File: src/hdl/ddc_cfg.svh
`ifndef DDC_CFG_SVH
`define DDC_CFG_SVH
`define DDC_CLK_NS 100
`define DDC_TAG_HEAD 3'h1
`define DDC_TAG_TRACK 3'h2
`define DDC_TAG_SENSE0 3'h4
`define DDC_CAL_TRACK 9'h080
`define DDC_SLOW_PRESET 3'h7
`define DDC_MODULES 3'h5
`define DDC_STEP_NS 1900000
`define DDC_POD_S 17
`define DDC_SETTLE_NS 100000
`define DDC_RESYNC_NS 300
`define DDC_WR_HALF 2
`define DDC_FIFO_DEPTH 8
`define DDC_GAIN_W 5
`define DDC_STEP_CYC ((`DDC_STEP_NS + `DDC_CLK_NS - 1) / `DDC_CLK_NS)
`define DDC_POD_CYC (`DDC_POD_S * (1000000000 / `DDC_CLK_NS))
`define DDC_SETTLE_CYC ((`DDC_SETTLE_NS + `DDC_CLK_NS - 1) / `DDC_CLK_NS)
`define DDC_RESYNC_CYC ((`DDC_RESYNC_NS + `DDC_CLK_NS - 1) / `DDC_CLK_NS)
`endif

File: src/hdl/ddc_pkg.sv
package ddc_pkg;
  typedef enum logic [2:0] {CAL_POD, CAL_HOME, CAL_LONG, CAL_STEP, CAL_HV, CAL_IDLE} ddc_cal_e;
  typedef enum logic [1:0] {ARM_NONE, ARM_HOME, ARM_SEEK, ARM_STEP2} ddc_arm_e;
  typedef enum logic [1:0] {PC_ON, PC_EARLY, PC_LATE} ddc_pc_e;
  typedef struct packed {
    logic [2:0] tag;
    logic [7:0] bus;
    logic sample;
    logic degate;
    logic err_reset;
    logic wr;
    logic rd;
    logic fast_sync;
    logic wr_data;
  } ddc_host_s;
  typedef struct packed {
    logic power_good;
    logic arrived;
    logic vel_over;
    logic read_peak;
    logic servo_inhibit;
    logic unsafe;
    logic not_ready;
    logic brake;
    logic track_unavail;
  } ddc_drive_s;
endpackage : ddc_pkg

File: src/hdl/ddc_drive.sv
`timescale 1ns/1ns
`include "ddc_cfg.svh"

module ddc_fifo #(
  parameter int W = 1,
  parameter int D = `DDC_FIFO_DEPTH
) (
  // clock and reset
  input wire logic clk_i,
  input wire logic resetn_i,
  // fill side
  input wire logic in_valid_i,
  output logic in_ready_o,
  input wire logic [W-1:0] in_data_i,
  // drain side
  output logic out_valid_o,
  input wire logic out_ready_i,
  output logic [W-1:0] out_data_o
);
  localparam int AW = $clog2(D);
  logic [W-1:0] mem [D];
  logic [AW-1:0] wp_r, wp_nxt, rp_r, rp_nxt;
  logic [AW:0] cnt_r, cnt_nxt;
  logic push, pop;

  assign in_ready_o = cnt_r != (AW+1)'(D);
  assign out_valid_o = cnt_r != '0;
  assign out_data_o = mem[rp_r];
  assign push = in_valid_i & in_ready_o;
  assign pop = out_valid_o & out_ready_i;

  always_comb begin
    wp_nxt = push ? ((wp_r == AW'(D - 1)) ? '0 : wp_r + 1'h1) : wp_r;
    rp_nxt = pop ? ((rp_r == AW'(D - 1)) ? '0 : rp_r + 1'h1) : rp_r;
    cnt_nxt = cnt_r + (AW+1)'(push) - (AW+1)'(pop);
  end

  always_ff @(posedge clk_i) begin
    if (!resetn_i) begin
      wp_r <= '0;
      rp_r <= '0;
      cnt_r <= '0;
    end else begin
      wp_r <= wp_nxt;
      rp_r <= rp_nxt;
      cnt_r <= cnt_nxt;
    end
  end

  always_ff @(posedge clk_i) begin
    if (push) begin
      mem[wp_r] <= in_data_i;
    end
  end
endmodule : ddc_fifo

// How it works
// - calibration homes with head 1, then seeks track 128 checking velocity
// - gain counter climbs while velocity exceeds profile, stopping at full
// - two-track steps from preset 7, decrement while step under 1.9 ms
// - handover velocity is recalibrated after every calibrate
// - arrival drops seek busy; after settling, seek complete raises interrupt outside calibration
// - tag 001 loads head bits 5..1, decoded to module select and pair
// - write on an invalid head flags command error
// - serial write data enters four-bit shift register on write clock ticks
// - shift bit 3 is current, bit 4 previous, bits 1-2 lookahead
// - bits 4, 3 and 2 choose early, on-time or late write timing
// - selected head reads whenever not writing
// - servo inhibit halts read oscillator
// - fast resync stops oscillator, restarts it on next data peak
// - unsafe condition during write inhibits writing at once
// - tags 100-111 load one of four sense bytes into bus register
// - bus is driven only while degate and power-on hold are off
// - interrupts on completions and on error conditions
// - power good starts 17 s hold, then calibrate and interrupt
// - tag 010 loads bus bits 7..0 as desired track low byte
// - error reset clears unsafe, command error and pending interrupt
// - read and write together raise command error interrupt
module ddc_drive #(
  parameter int POD_CYC = `DDC_POD_CYC,
  parameter int STEP_CYC = `DDC_STEP_CYC,
  parameter int SETTLE_CYC = `DDC_SETTLE_CYC,
  parameter int RESYNC_CYC = `DDC_RESYNC_CYC,
  parameter int GAIN_W = `DDC_GAIN_W,
  parameter int WR_HALF = `DDC_WR_HALF,
  parameter int FIFO_DEPTH = `DDC_FIFO_DEPTH
) (
  // clock and reset
  input wire logic ref_clk_i,
  input wire logic resetn_i,
  // adapter and drive pins
  input wire ddc_pkg::ddc_host_s host_i,
  input wire ddc_pkg::ddc_drive_s drive_i,
  // control bus return
  output logic [7:0] ctl_bus_o,
  output logic ctl_bus_oe_o,
  output logic intr_o,
  // access mechanism
  output ddc_pkg::ddc_arm_e arm_cmd_o,
  output logic [8:0] target_o,
  output logic seek_busy_o,
  output logic seek_complete_o,
  output logic [GAIN_W-1:0] gain_o,
  output logic [2:0] slow_o,
  output logic hv_cal_o,
  // heads and data
  output logic [4:0] module_sel_o,
  output logic [1:0] head_pair_o,
  output logic write_gate_o,
  output logic read_gate_o,
  output logic wr_clk_o,
  output logic wr_ready_o,
  output logic wr_bit_o,
  output ddc_pkg::ddc_pc_e precomp_o,
  output logic osc_run_o,
  output logic osc_restart_o
);
  ddc_pkg::ddc_host_s h1_r, hs_r;
  ddc_pkg::ddc_drive_s d1_r, ds_r;
  logic [4:0] ev_d_r;
  ddc_pkg::ddc_cal_e cal_r, cal_nxt;
  ddc_pkg::ddc_arm_e arm_r, arm_nxt;
  logic [31:0] tmr_r, tmr_nxt, settle_r, settle_nxt, rs_r, rs_nxt;
  logic [GAIN_W-1:0] gain_r, gain_nxt;
  logic [2:0] slow_r, slow_nxt;
  logic [8:0] target_r, target_nxt, desired_r, desired_nxt;
  logic [4:0] head_r, head_nxt, modsel_r, modsel_nxt;
  logic [7:0] bus_r, bus_nxt;
  logic busy_r, busy_nxt, cmp_r, cmp_nxt, hv_r, hv_nxt, home_r, home_nxt;
  logic err_r, err_nxt, unsafe_r, unsafe_nxt, intr_r, intr_nxt, oe_r, oe_nxt;
  logic wg_r, wg_nxt, rg_r, rg_nxt, run_r, run_nxt, rst_r, rst_nxt, wait_r, wait_nxt;
  logic [31:0] div_r, div_nxt;
  logic wclk_r, wclk_nxt, wrdy_r, wrdy_nxt, wbit_r, wbit_nxt;
  logic [3:0] sr_r, sr_nxt;
  ddc_pkg::ddc_pc_e pc_r, pc_nxt;
  logic samp_p, sense0_p, fifo_in_v, fifo_in_r, fifo_out_v, fifo_out_r, fifo_bit, tick;

  function automatic logic head_ok(input logic [4:0] h);
    return h[4:2] < `DDC_MODULES;
  endfunction : head_ok

  function automatic logic [4:0] mod_dec(input logic [4:0] h);
    return head_ok(h) ? 5'(5'h01 << h[4:2]) : 5'h00;
  endfunction : mod_dec

  // pattern {bit4 prev, bit3 current, bit2, bit1}: shift a one away from its neighbour one
  function automatic ddc_pkg::ddc_pc_e pc_dec(input logic [3:0] s);
    if (!s[2] || (s[3] == s[1])) return ddc_pkg::PC_ON;
    return s[3] ? ddc_pkg::PC_LATE : ddc_pkg::PC_EARLY;
  endfunction : pc_dec

  // two-flop input synchronisers
  always_ff @(posedge ref_clk_i) begin
    if (!resetn_i) begin
      h1_r <= '0;
      hs_r <= '0;
      d1_r <= '0;
      ds_r <= '0;
      ev_d_r <= '0;
    end else begin
      h1_r <= host_i;
      hs_r <= h1_r;
      d1_r <= drive_i;
      ds_r <= d1_r;
      ev_d_r <= {hs_r.sample, hs_r.fast_sync, ds_r.not_ready, ds_r.brake, ds_r.track_unavail};
    end
  end

  assign samp_p = hs_r.sample & ~ev_d_r[4];
  assign sense0_p = samp_p & (hs_r.tag == `DDC_TAG_SENSE0);

  always_comb begin
    logic start, done_ev, set_ev;
    ddc_pkg::ddc_arm_e cmd;
    logic [8:0] tgt;
    start = 1'h0;
    done_ev = 1'h0;
    set_ev = 1'h0;
    cmd = ddc_pkg::ARM_NONE;
    tgt = target_r;
    cal_nxt = cal_r;
    tmr_nxt = tmr_r;
    gain_nxt = gain_r;
    slow_nxt = slow_r;
    home_nxt = home_r;
    arm_nxt = ddc_pkg::ARM_NONE;
    hv_nxt = 1'h0;
    target_nxt = target_r;
    busy_nxt = busy_r;
    cmp_nxt = cmp_r;
    settle_nxt = settle_r;
    desired_nxt = desired_r;
    head_nxt = head_r;
    bus_nxt = bus_r;
    err_nxt = err_r;
    unsafe_nxt = unsafe_r;
    intr_nxt = intr_r;
    rs_nxt = rs_r;
    wait_nxt = wait_r;
    rst_nxt = 1'h0;
    if (busy_r && ds_r.arrived) begin
      busy_nxt = 1'h0;
      settle_nxt = 32'(SETTLE_CYC);
    end else if (settle_r != 32'h0) begin
      settle_nxt = settle_r - 32'h1;
      if (settle_r == 32'h1) begin
        cmp_nxt = 1'h1;
        done_ev = 1'h1;
      end
    end
    case (cal_r)
      ddc_pkg::CAL_POD: begin
        if (!ds_r.power_good) begin
          tmr_nxt = 32'h0;
        end else if (tmr_r >= 32'(POD_CYC - 1)) begin
          tmr_nxt = 32'h0;
          cal_nxt = ddc_pkg::CAL_HOME;
          start = 1'h1;
          cmd = ddc_pkg::ARM_HOME;
          head_nxt = 5'h01;
        end else begin
          tmr_nxt = tmr_r + 32'h1;
        end
      end
      ddc_pkg::CAL_HOME: begin
        if (done_ev) begin
          cal_nxt = ddc_pkg::CAL_LONG;
          start = 1'h1;
          cmd = ddc_pkg::ARM_SEEK;
          tgt = `DDC_CAL_TRACK;
          gain_nxt = '0;
        end
      end
      ddc_pkg::CAL_LONG: begin
        if (ds_r.vel_over && gain_r != '1) begin
          gain_nxt = gain_r + 1'h1;
        end
        if (done_ev) begin
          cal_nxt = ddc_pkg::CAL_STEP;
          slow_nxt = `DDC_SLOW_PRESET;
          tmr_nxt = 32'h0;
          start = 1'h1;
          cmd = ddc_pkg::ARM_STEP2;
        end
      end
      ddc_pkg::CAL_STEP: begin
        tmr_nxt = (tmr_r == '1) ? tmr_r : tmr_r + 32'h1;
        if (done_ev) begin
          if (tmr_r < 32'(STEP_CYC) && slow_r != 3'h0) begin
            slow_nxt = slow_r - 3'h1;
            tmr_nxt = 32'h0;
            start = 1'h1;
            cmd = ddc_pkg::ARM_STEP2;
          end else begin
            cal_nxt = ddc_pkg::CAL_HV;
            hv_nxt = 1'h1;
          end
        end
      end
      ddc_pkg::CAL_HV: begin
        cal_nxt = ddc_pkg::CAL_IDLE;
        home_nxt = 1'h1;
        set_ev = 1'h1;
      end
      ddc_pkg::CAL_IDLE: begin
        set_ev = done_ev;
        if (samp_p && hs_r.tag == `DDC_TAG_TRACK && !ds_r.track_unavail) begin
          start = 1'h1;
          cmd = ddc_pkg::ARM_SEEK;
          tgt = {desired_r[8], hs_r.bus};
        end
      end
      default: cal_nxt = ddc_pkg::CAL_POD;
    endcase
    if (!ds_r.power_good) begin
      cal_nxt = ddc_pkg::CAL_POD;
      home_nxt = 1'h0;
    end
    if (start) begin
      busy_nxt = 1'h1;
      cmp_nxt = 1'h0;
      settle_nxt = 32'h0;
      arm_nxt = cmd;
      target_nxt = tgt;
    end
    if (samp_p && hs_r.tag == `DDC_TAG_HEAD) begin
      head_nxt = hs_r.bus[5:1];
      desired_nxt[8] = hs_r.bus[7];
      set_ev = 1'h1;
    end
    if (samp_p && hs_r.tag == `DDC_TAG_TRACK) begin
      desired_nxt[7:0] = hs_r.bus;
    end
    if (samp_p && hs_r.tag[2]) begin
      case (hs_r.tag[1:0])
        2'h0: bus_nxt = {intr_r, ds_r.not_ready, unsafe_r, err_r, ds_r.track_unavail, ds_r.brake, cmp_r, home_r};
        2'h1: bus_nxt = desired_r[7:0];
        2'h2: bus_nxt = {slow_r, gain_r[4:0]};
        2'h3: bus_nxt = {busy_r, wrdy_r, head_ok(head_r), head_r};
        default: bus_nxt = 8'h00;
      endcase
    end
    if (hs_r.err_reset) begin
      unsafe_nxt = 1'h0;
      err_nxt = 1'h0;
    end
    if (hs_r.err_reset || sense0_p) begin
      intr_nxt = 1'h0;
    end
    if (hs_r.wr && (hs_r.rd || !head_ok(head_r))) begin
      err_nxt = 1'h1;
      set_ev = set_ev | ~err_r;
    end
    if (hs_r.wr && ds_r.unsafe) begin
      unsafe_nxt = 1'h1;
      set_ev = set_ev | ~unsafe_r;
    end
    if (|({ds_r.not_ready, ds_r.brake, ds_r.track_unavail} & ~ev_d_r[2:0])) begin
      set_ev = 1'h1;
    end
    if (set_ev) begin
      intr_nxt = 1'h1;
    end
    if (hs_r.fast_sync && !ev_d_r[3]) begin
      rs_nxt = 32'(RESYNC_CYC);
      wait_nxt = 1'h0;
    end else if (rs_r != 32'h0) begin
      rs_nxt = rs_r - 32'h1;
      wait_nxt = rs_r == 32'h1;
    end else if (wait_r && ds_r.read_peak) begin
      wait_nxt = 1'h0;
      rst_nxt = 1'h1;
    end
    modsel_nxt = mod_dec(head_nxt);
    oe_nxt = hs_r.sample && hs_r.tag[2] && !hs_r.degate && cal_r != ddc_pkg::CAL_POD;
    wg_nxt = hs_r.wr && !hs_r.rd && head_ok(head_r) && !unsafe_nxt && !err_nxt;
    rg_nxt = head_ok(head_r) && !hs_r.wr;
    run_nxt = !ds_r.servo_inhibit && rs_nxt == 32'h0 && !wait_nxt;
  end

  always_ff @(posedge ref_clk_i) begin
    if (!resetn_i) begin
      cal_r <= ddc_pkg::CAL_POD;
      arm_r <= ddc_pkg::ARM_NONE;
      {tmr_r, settle_r, rs_r} <= '0;
      {gain_r, slow_r, target_r, desired_r, head_r, modsel_r, bus_r} <= '0;
      {busy_r, cmp_r, hv_r, home_r, err_r, unsafe_r, intr_r, oe_r} <= '0;
      {wg_r, rg_r, run_r, rst_r, wait_r} <= '0;
    end else begin
      cal_r <= cal_nxt;
      arm_r <= arm_nxt;
      {tmr_r, settle_r, rs_r} <= {tmr_nxt, settle_nxt, rs_nxt};
      {gain_r, slow_r, target_r, desired_r} <= {gain_nxt, slow_nxt, target_nxt, desired_nxt};
      {head_r, modsel_r, bus_r} <= {head_nxt, modsel_nxt, bus_nxt};
      {busy_r, cmp_r, hv_r, home_r, err_r, unsafe_r, intr_r, oe_r} <=
        {busy_nxt, cmp_nxt, hv_nxt, home_nxt, err_nxt, unsafe_nxt, intr_nxt, oe_nxt};
      {wg_r, rg_r, run_r, rst_r, wait_r} <= {wg_nxt, rg_nxt, run_nxt, rst_nxt, wait_nxt};
    end
  end

  // write path: bits sampled on rising write clock, shifted out on falling
  assign tick = div_r == 32'(WR_HALF - 1);
  assign fifo_in_v = tick & ~wclk_r & hs_r.wr;
  assign fifo_out_r = tick & wclk_r & wg_r;

  ddc_fifo #(.W(1), .D(FIFO_DEPTH)) u_fifo (
    .clk_i(ref_clk_i),
    .resetn_i(resetn_i),
    .in_valid_i(fifo_in_v),
    .in_ready_o(fifo_in_r),
    .in_data_i(hs_r.wr_data),
    .out_valid_o(fifo_out_v),
    .out_ready_i(fifo_out_r),
    .out_data_o(fifo_bit)
  );

  always_comb begin
    div_nxt = tick ? 32'h0 : div_r + 32'h1;
    wclk_nxt = tick ? ~wclk_r : wclk_r;
    wrdy_nxt = fifo_in_r;
    sr_nxt = (fifo_out_r && fifo_out_v) ? {sr_r[2:0], fifo_bit} : sr_r;
    wbit_nxt = sr_nxt[2];
    pc_nxt = pc_dec({sr_nxt[3], sr_nxt[2], sr_nxt[1], sr_nxt[0]});
  end

  always_ff @(posedge ref_clk_i) begin
    if (!resetn_i) begin
      {div_r, wclk_r, wrdy_r, sr_r, wbit_r} <= '0;
      pc_r <= ddc_pkg::PC_ON;
    end else begin
      {div_r, wclk_r, wrdy_r, sr_r, wbit_r} <= {div_nxt, wclk_nxt, wrdy_nxt, sr_nxt, wbit_nxt};
      pc_r <= pc_nxt;
    end
  end

  assign {ctl_bus_o, ctl_bus_oe_o, intr_o, arm_cmd_o, target_o} = {bus_r, oe_r, intr_r, arm_r, target_r};
  assign {seek_busy_o, seek_complete_o, gain_o, slow_o, hv_cal_o} = {busy_r, cmp_r, gain_r, slow_r, hv_r};
  assign {module_sel_o, head_pair_o, write_gate_o, read_gate_o} = {modsel_r, head_r[1:0], wg_r, rg_r};
  assign {wr_clk_o, wr_ready_o, wr_bit_o, precomp_o, osc_run_o, osc_restart_o} =
    {wclk_r, wrdy_r, wbit_r, pc_r, run_r, rst_r};
endmodule : ddc_drive

File: config.mk
export PLATFORM = sky130hd
export DESIGN_NAME = ddc_drive
export DESIGN_NICKNAME = d
export VERILOG_FILES = /design/src/hdl/ddc_pkg.sv /design/src/hdl/ddc_drive.sv
export VERILOG_INCLUDE_DIRS = /design/src /design/src/hdl
export SDC_FILE = /design/constraint.sdc
export NUM_CORES = 1
export LEC_CHECK = 0
export BUFFER_PORTS_ARGS = -buffer_cell sky130_fd_sc_hd__clkbuf_2
export CAP_MARGIN = 20
export CELL_PAD_IN_SITES_DETAIL_PLACEMENT = 0
export CELL_PAD_IN_SITES_GLOBAL_PLACEMENT = 1
export CORE_ASPECT_RATIO = 0.8
export CORE_UTILIZATION = 39
export CTS_BUF_LIST = sky130_fd_sc_hd__clkbuf_2 sky130_fd_sc_hd__clkbuf_4 sky130_fd_sc_hd__clkbuf_8
export CTS_CLUSTER_DIAMETER = 60
export CTS_CLUSTER_SIZE = 25
export DETAILED_ROUTE_END_ITERATION = 10
export PLACE_DENSITY_LB_ADDON = 0.08
export SLEW_MARGIN = 25
export SYNTH_ARGS = -nofsm -noshare
export SYNTH_HDL_FRONTEND = slang
export SYNTH_HIERARCHICAL = 1
export SYNTH_SLANG_ARGS = --single-unit
File: constraint.sdc
create_clock -name ref_clk_i -period 3.5 [get_ports ref_clk_i]
set_clock_uncertainty 0.2 [all_clocks]
set_input_delay 0.35 -clock ref_clk_i [delete_from_list [all_inputs] [get_ports ref_clk_i]]
set_output_delay 0.35 -clock ref_clk_i [all_outputs]
set_load 0.01 [all_outputs]
==> out/metrics.yaml, run 1 <==
pre_cts_ws_ns: 0.1982
design_area_um2: 13770
peakVddDrop_mv: 0.3816
yosysWarnings: 6
rows: 57
cap_violations: 0
endpoint_kind: "flip-flop"
finalWorstSetupSlack_ns: 0.1751
die_h_um: 159.1
required_ns: 3.79
synth_fa_ha_area_share_pct: 2.453
syn_area_um2: 12040
leakagePower_uw: 0.005161
synth.avg_cell_area_um2: 8.982
wire_per_inst_um: 15.15
ctsResizeCount: 0
drt_pass1_iterations: 7
crit_path_frequent_cell: "or4_1"
synth_enable_flop_cells: 8
slew_viol_final: 0
antenna_cells: 0
dp_hpwl_mm: 20.00
synth_xor_area_share_pct: 5.895
hold_viol_final: 0
gp_congestion: 0.7802
power_uw: 9243
cts-root-buf: "clkbuf_8"
run_status: "complete, no violations"
ys_types: 70
crit_chain: "or3_1 -> or4_1 -> o21ai_1 -> or4_1 -> nand3_1 -> nor4_1 -> nand4_1 -> a211oi_1"
antenna_found_initial: 0
setup_viol: 0
tightest_slew_ns: 0.8452
synth-main-ff-cell: "dfxtp_1"
cpPeakStageDelay_ns: 0.66
drive_gt1_share_pct: 12.60
placed_cell_area_um2: 12990
clkSlewWorstSetupHoldPaths_ns: 0.13
cts_buffer_depth: 3
cts_tree: "done"
drt-initial-drc-count: 523
initial_core_util_pct: 39.61
fin_hold_ws_ns: 0.04995
grt_setup_unrepaired: "false"
postSynthCellCount: 1340
syn_to_final_growth_pct: 14.42
synth_nets: 1392
cp_slowest_cell: "or4_1"
via_per_inst: 5.064
die_w_um: 198.4
cts_buffers: 21
insertion_delay_ns: 0.60
holdBufCountCts: 27
crit_fanout: 8
remaining_drc_errors: 0
nNetsFinal: 1497
grt_max_degree: 62
synth_async_sr_flop_share_pct: 0
cts.htree.levels: 1
clock_sinks: 278
dieArea_um2: 31570
path_class: "reg -> reg"
final_cell_mix: "270 x dfxtp_1, 147 x nor2_1, 123 x nand2_1"
post-route-period-util_pct: 95.00
slew_headroom_pct: 43.27
io_buffers: 76
track_usage_pct: 18.25
vias: 9484
ant_nets: 0
yosys.area_share.simple_pct: 27.63
layout_min_cycle_time_ns: 3.325
io_pins: 77
ys_seq_area_share_pct: 46.91
crit_arrival_ns: 3.61
synth.area.mux_share_pct: 3.306
synth_top_family_by_area: "simple AND/OR/NAND/NOR gates"
max_freq_ghz: 0.3008
overflow: 0
grt_pass1_wl_mm: 46.91
power_density_nw_per_um2: 671.2
core-area_um2: 30380
fin_setup_tns_ns: 0
wirelength_mm: 28.37
startpoint_type: "flip-flop"
worstHoldPathType: "in -> reg"
postCtsSetupBuffers: 0
ys_seq_elements: 278
layout_commonest_cell: "dfxtp_1"
synth-compound-area-share_pct: 10.40
first_global_vias: 8799
synth_stat cells, types with 22 or more instances:
cell      number  share of area, %
dfxtp_1      270                45
nor2_1       147               4.6
nand2_1      123               3.8
and2_1        69               3.6
a21oi_1       68               2.8
nand3_1       51               2.1
xnor2_1       48               3.5
clkbuf_1      42               1.3
inv_1         42               1.3
nor3_1        39               1.6
or3_1         33               1.7
xor2_1        33               2.4
nor4_1        29               1.5
o21ai_0       28               1.2
ha_1          22               2.3
o21ai_1       22              0.91
worst paths after layout:
path | endpoint | start | depth (start not counted) | slack [ns]
setup / recovery | osc_run_o | rs_r[18] | 8 | 0.18
hold / removal | head_r[4] | resetn_i | 3 | 0.05
setup reg to reg | osc_run_o | rs_r[18] | 8 | 0.18
hold reg to reg | ctl_bus_oe_o | hs_r[5] | 1 | 0.21
layer usage:
layer | GRT usage [%] | part of all wire [%] | up-vias
met3 | 2.817 | 3.8 | 32
met5 | 0 | 0 | -
met1 | 28.11 | 52 | 4406
met2 | 26.73 | 42 | 144
met4 | 3.418 | 1.6 | 0
li1 | - | - | 4902
sequential cells by signal, indices dropped and copies added (netlist names), 8 cells and up, named ones only:
| name | cells |
|---|---|
| settle_r | 32 |
| hs_r | 18 |
| target_o | 9 |
| ctl_bus_o | 8 |
| h1_r | 18 |
| rs_r | 32 |
| desired_r | 9 |
| div_r | 32 |
| tmr_r | 32 |
| u_fifo/mem | 8 |
| d1_r | 9 |
| ds_r | 9 |
layout make-up:
class	count	area [um2]
flip-flops and latches	278	5645
multi-input cells	963	5983
repair buffers	139	958.4
fillers	3068	16610
clock inverters	14	191.4
clock buffers	24	317.8
well taps	413	516.7
inverters	42	157.7
critical path: cells and delay by family (launching register included):
family	cells	cell delay (ns)
flops	1	0.33
compound gates	2	0.78
simple gates	6	1.95
power by group:
group,leakage (uW),switching (uW),internal (uW)
Clock,0.000255,1250,778
Sequential,0.00227,332,3530
Combinational,0.00264,1910,1440
Total,0.00516,3490,5750
cells by family (layout without fill, tap and decap cells):
logic type | count (synthesis) | count (layout)
compound gates | 200 | 200
xor+xnor | 81 | 81
fa+ha+maj | 23 | 23
buf+inv | 99 | 219
flops | 278 | 278
mux | 27 | 27
simple gates | 632 | 632
per-stage QoR:
stage	utilization, %	cells
after floorplan	-	1340
after global placement	42.76	1808
after detailed placement	42.76	1808
after CTS	45.33	1873
after global routing	45.33	1873
final	45.33	1873
No activity file was read; power rests on OpenSTA's default activity.
==> run 2, diff against run 1 <==
--- a/config.mk
+++ b/config.mk
@@ -17,6 +17,7 @@
 export CTS_CLUSTER_SIZE = 25
 export DETAILED_ROUTE_END_ITERATION = 10
 export PLACE_DENSITY_LB_ADDON = 0.08
+export REMOVE_ABC_BUFFERS = 1
 export SLEW_MARGIN = 25
 export SYNTH_ARGS = -nofsm -noshare
 export SYNTH_HDL_FRONTEND = slang
==> constraint.sdc (replaced) <==
create_clock -name ref_clk_i -period 2.8 [get_ports ref_clk_i]
set_clock_uncertainty 0.2 [all_clocks]
set_input_delay 0.28 -clock ref_clk_i [delete_from_list [all_inputs] [get_ports ref_clk_i]]
set_output_delay 0.28 -clock ref_clk_i [all_outputs]
set_load 0.01 [all_outputs]
==> out/metrics.yaml, run 2 (synthesized netlist as in run 1, its figures left out) <==
syn_to_final_growth_pct: 36.61  # was 14.42%
leakagePower_uw: 0.006514  # was 0.005161 uW
wire_per_inst_um: 15.18  # was 15.15 um
antenna_found_initial: 0  # unchanged
clkSlewWorstSetupHoldPaths_ns: 0.14  # was 0.13 ns
io_buffers: 76  # unchanged
required_ns: 3.12  # was 3.79 ns
initial_core_util_pct: 39.61  # unchanged
core-area_um2: 30380  # unchanged
layout_min_cycle_time_ns: 3.080  # was 3.325 ns
worstHoldPathType: "in -> reg"  # unchanged
power_density_nw_per_um2: 842.3  # was 671.2 nW/um2
peakVddDrop_mv: 0.4954  # was 0.3816 mV
insertion_delay_ns: 0.62  # was 0.60 ns
drt_pass1_iterations: 5  # was 7
drive_gt1_share_pct: 31.66  # was 12.60%
slew_viol_final: 0  # unchanged
via_per_inst: 5.024  # was 5.064
drt-initial-drc-count: 458  # was 523
violations: "setup timing"
io_pins: 77  # unchanged
grt_setup_unrepaired: "true"  # was false
cap_violations: 0  # unchanged
remaining_drc_errors: 0  # unchanged
setup_viol: 78  # was 0
hold_viol_final: 0  # unchanged
first_global_vias: 10270  # was 8799
layout_commonest_cell: "dfxtp_1"  # unchanged
track_usage_pct: 20.26  # was 18.25%
cts_buffer_depth: 3  # unchanged
dp_hpwl_mm: 21.75  # was 20.00 mm
crit_chain: "or4_4 -> or3_4 -> nor4_4 -> nand3_2 -> a211o_1 -> a211o_4 -> buf_12 -> or3_1 -> o21ai_1"  # was or3_1 -> or4_1 -> o21ai_1 -> or4_1 -> nand3_1 -> nor4_1 -> nand4_1 -> a211oi_1
cp_slowest_cell: "or4_4"  # was or4_1
startpoint_type: "flip-flop"  # unchanged
slew_headroom_pct: 52.70  # was 43.27%
cpPeakStageDelay_ns: 0.53  # was 0.66 ns
cts.htree.levels: 1  # unchanged
rows: 57  # unchanged
fin_hold_ws_ns: 0.1901  # was 0.04995 ns
overflow: 0  # unchanged
fillers: 2865  # was 3068
tightest_slew_ns: 0.7094  # was 0.8452 ns
gp_congestion: 0.8201  # was 0.7802
clock_sinks: 278  # unchanged
grt_max_degree: 55  # was 62
cts_tree: "done"  # unchanged
crit_arrival_ns: 3.40  # was 3.61 ns
path_class: "reg -> reg"  # unchanged
post-route-period-util_pct: 110.0  # was 95.00%
nNetsFinal: 1713  # was 1497
crit_fanout: 8  # unchanged
endpoint_kind: "flip-flop"  # unchanged
antenna_cells: 0  # unchanged
max_freq_ghz: 0.3247  # was 0.3008 GHz
grt_pass1_wl_mm: 52.34  # was 46.91 mm
vias: 10500  # was 9484
finalWorstSetupSlack_ns: -0.2802  # was 0.1751 ns
critPathTopFamily: "simple AND/OR/NAND/NOR gates"  # unchanged
run_status: "complete, but fails checks"  # was complete, no violations
dieArea_um2: 31570  # unchanged
fin_setup_tns_ns: -15.85  # was 0 ns
ant_nets: 0  # unchanged
final_cell_mix: "264 x dfxtp_1, 229 x buf_4, 130 x nor2_1"  # was 270 x dfxtp_1, 147 x nor2_1, 123 x nand2_1
die_h_um: 159.1  # unchanged
cts_buffers: 22  # was 21
wirelength_mm: 31.73  # was 28.37 mm
critical_path_buf_inv_count: 1  # was 0
die_w_um: 198.4  # unchanged
cts-root-buf: "clkbuf_8"  # unchanged
## run 2: changes by cell type in the layout (fill, tap and decap cells not counted), sizes merged
cell / delta
dlygate4sd3: +1
clkinv: +2
inv: -2
clkbuf: +3
clkinvlp: -1
buf: +212
bufinv: +2
## run 2: worst paths after layout
check,startpoint,end,slack (ns),depth (start not counted)
setup / recovery,settle_r[4],tmr_r[31],-0.28,9
hold / removal,host_i[6],h1_r[6],0.19,3
setup reg to reg,settle_r[4],tmr_r[31],-0.28,9
hold reg to reg,h1_r[8],hs_r[8],0.20,1
## run 2: repair_timing
item	CTS	global route
hold endpoints to repair	41	0
pin swaps	47	41
hold buffers	28	0
setup endpoints to repair	94	101
gates resized for setup	124	84
buffers inserted	8	11
cloned	5	2
## run 2: cell type report
cell class                 instances  area, um2  share of cell area (%)
multi-input combinational        963       6780                   41.24
sequential                       278       5653                   34.38
timing repair buffer             354       2753                   16.74
tap                              413      516.7                   3.143
clock buffer                      25      331.6                   2.017
clock inverter                    15      247.7                   1.507
inverter                          42      160.2                  0.9741
## run 2: power breakdown
group          leakage, uW  internal, uW  switching (uW)  total [uW]
logic              0.00395          3280            3100        6380
clock network     0.000291          1180            1600        2780
registers          0.00227          4400             285        4690
## run 2: per-stage QoR
step / power [uW] / util, % / std cells / area, um2 / setup WS, ns
5_1_grt: 14830 / 54.12 / 2090 / 16440 / -0.3956
4_1_cts: 13480 / 52.65 / 2079 / 16000 / -0.3044
2_1_floorplan: 7802 / - / 1283 / 11780 / -0.6497
6_report: 13850 / 54.12 / 2090 / 16440 / -0.2802
3_3_place_gp: 10320 / 47.46 / 1998 / 14420 / -0.5915
3_5_place_dp: 10310 / 47.46 / 1998 / 14420 / -0.6052
## run 2: per-layer routing
metal / GRT usage, % / up-vias / routed length [um]
li1: - / 5335 / -
met1: 29.32 / 4960 / 16170
met2: 31.32 / 166 / 13730
met3: 3.622 / 40 / 1298
met4: 4.264 / 0 / 533
met5: 0 / - / 0
## run 2: worst register-to-register path, cell delays in order, from the launching register on
cell and delay [ns]:
dfxtp_2 0.35, or4_4 0.53, or3_4 0.37, nor4_4 0.20, nand3_2 0.14, a211o_1 0.32
a211o_4 0.32, buf_12 0.15, or3_1 0.33, o21ai_1 0.07
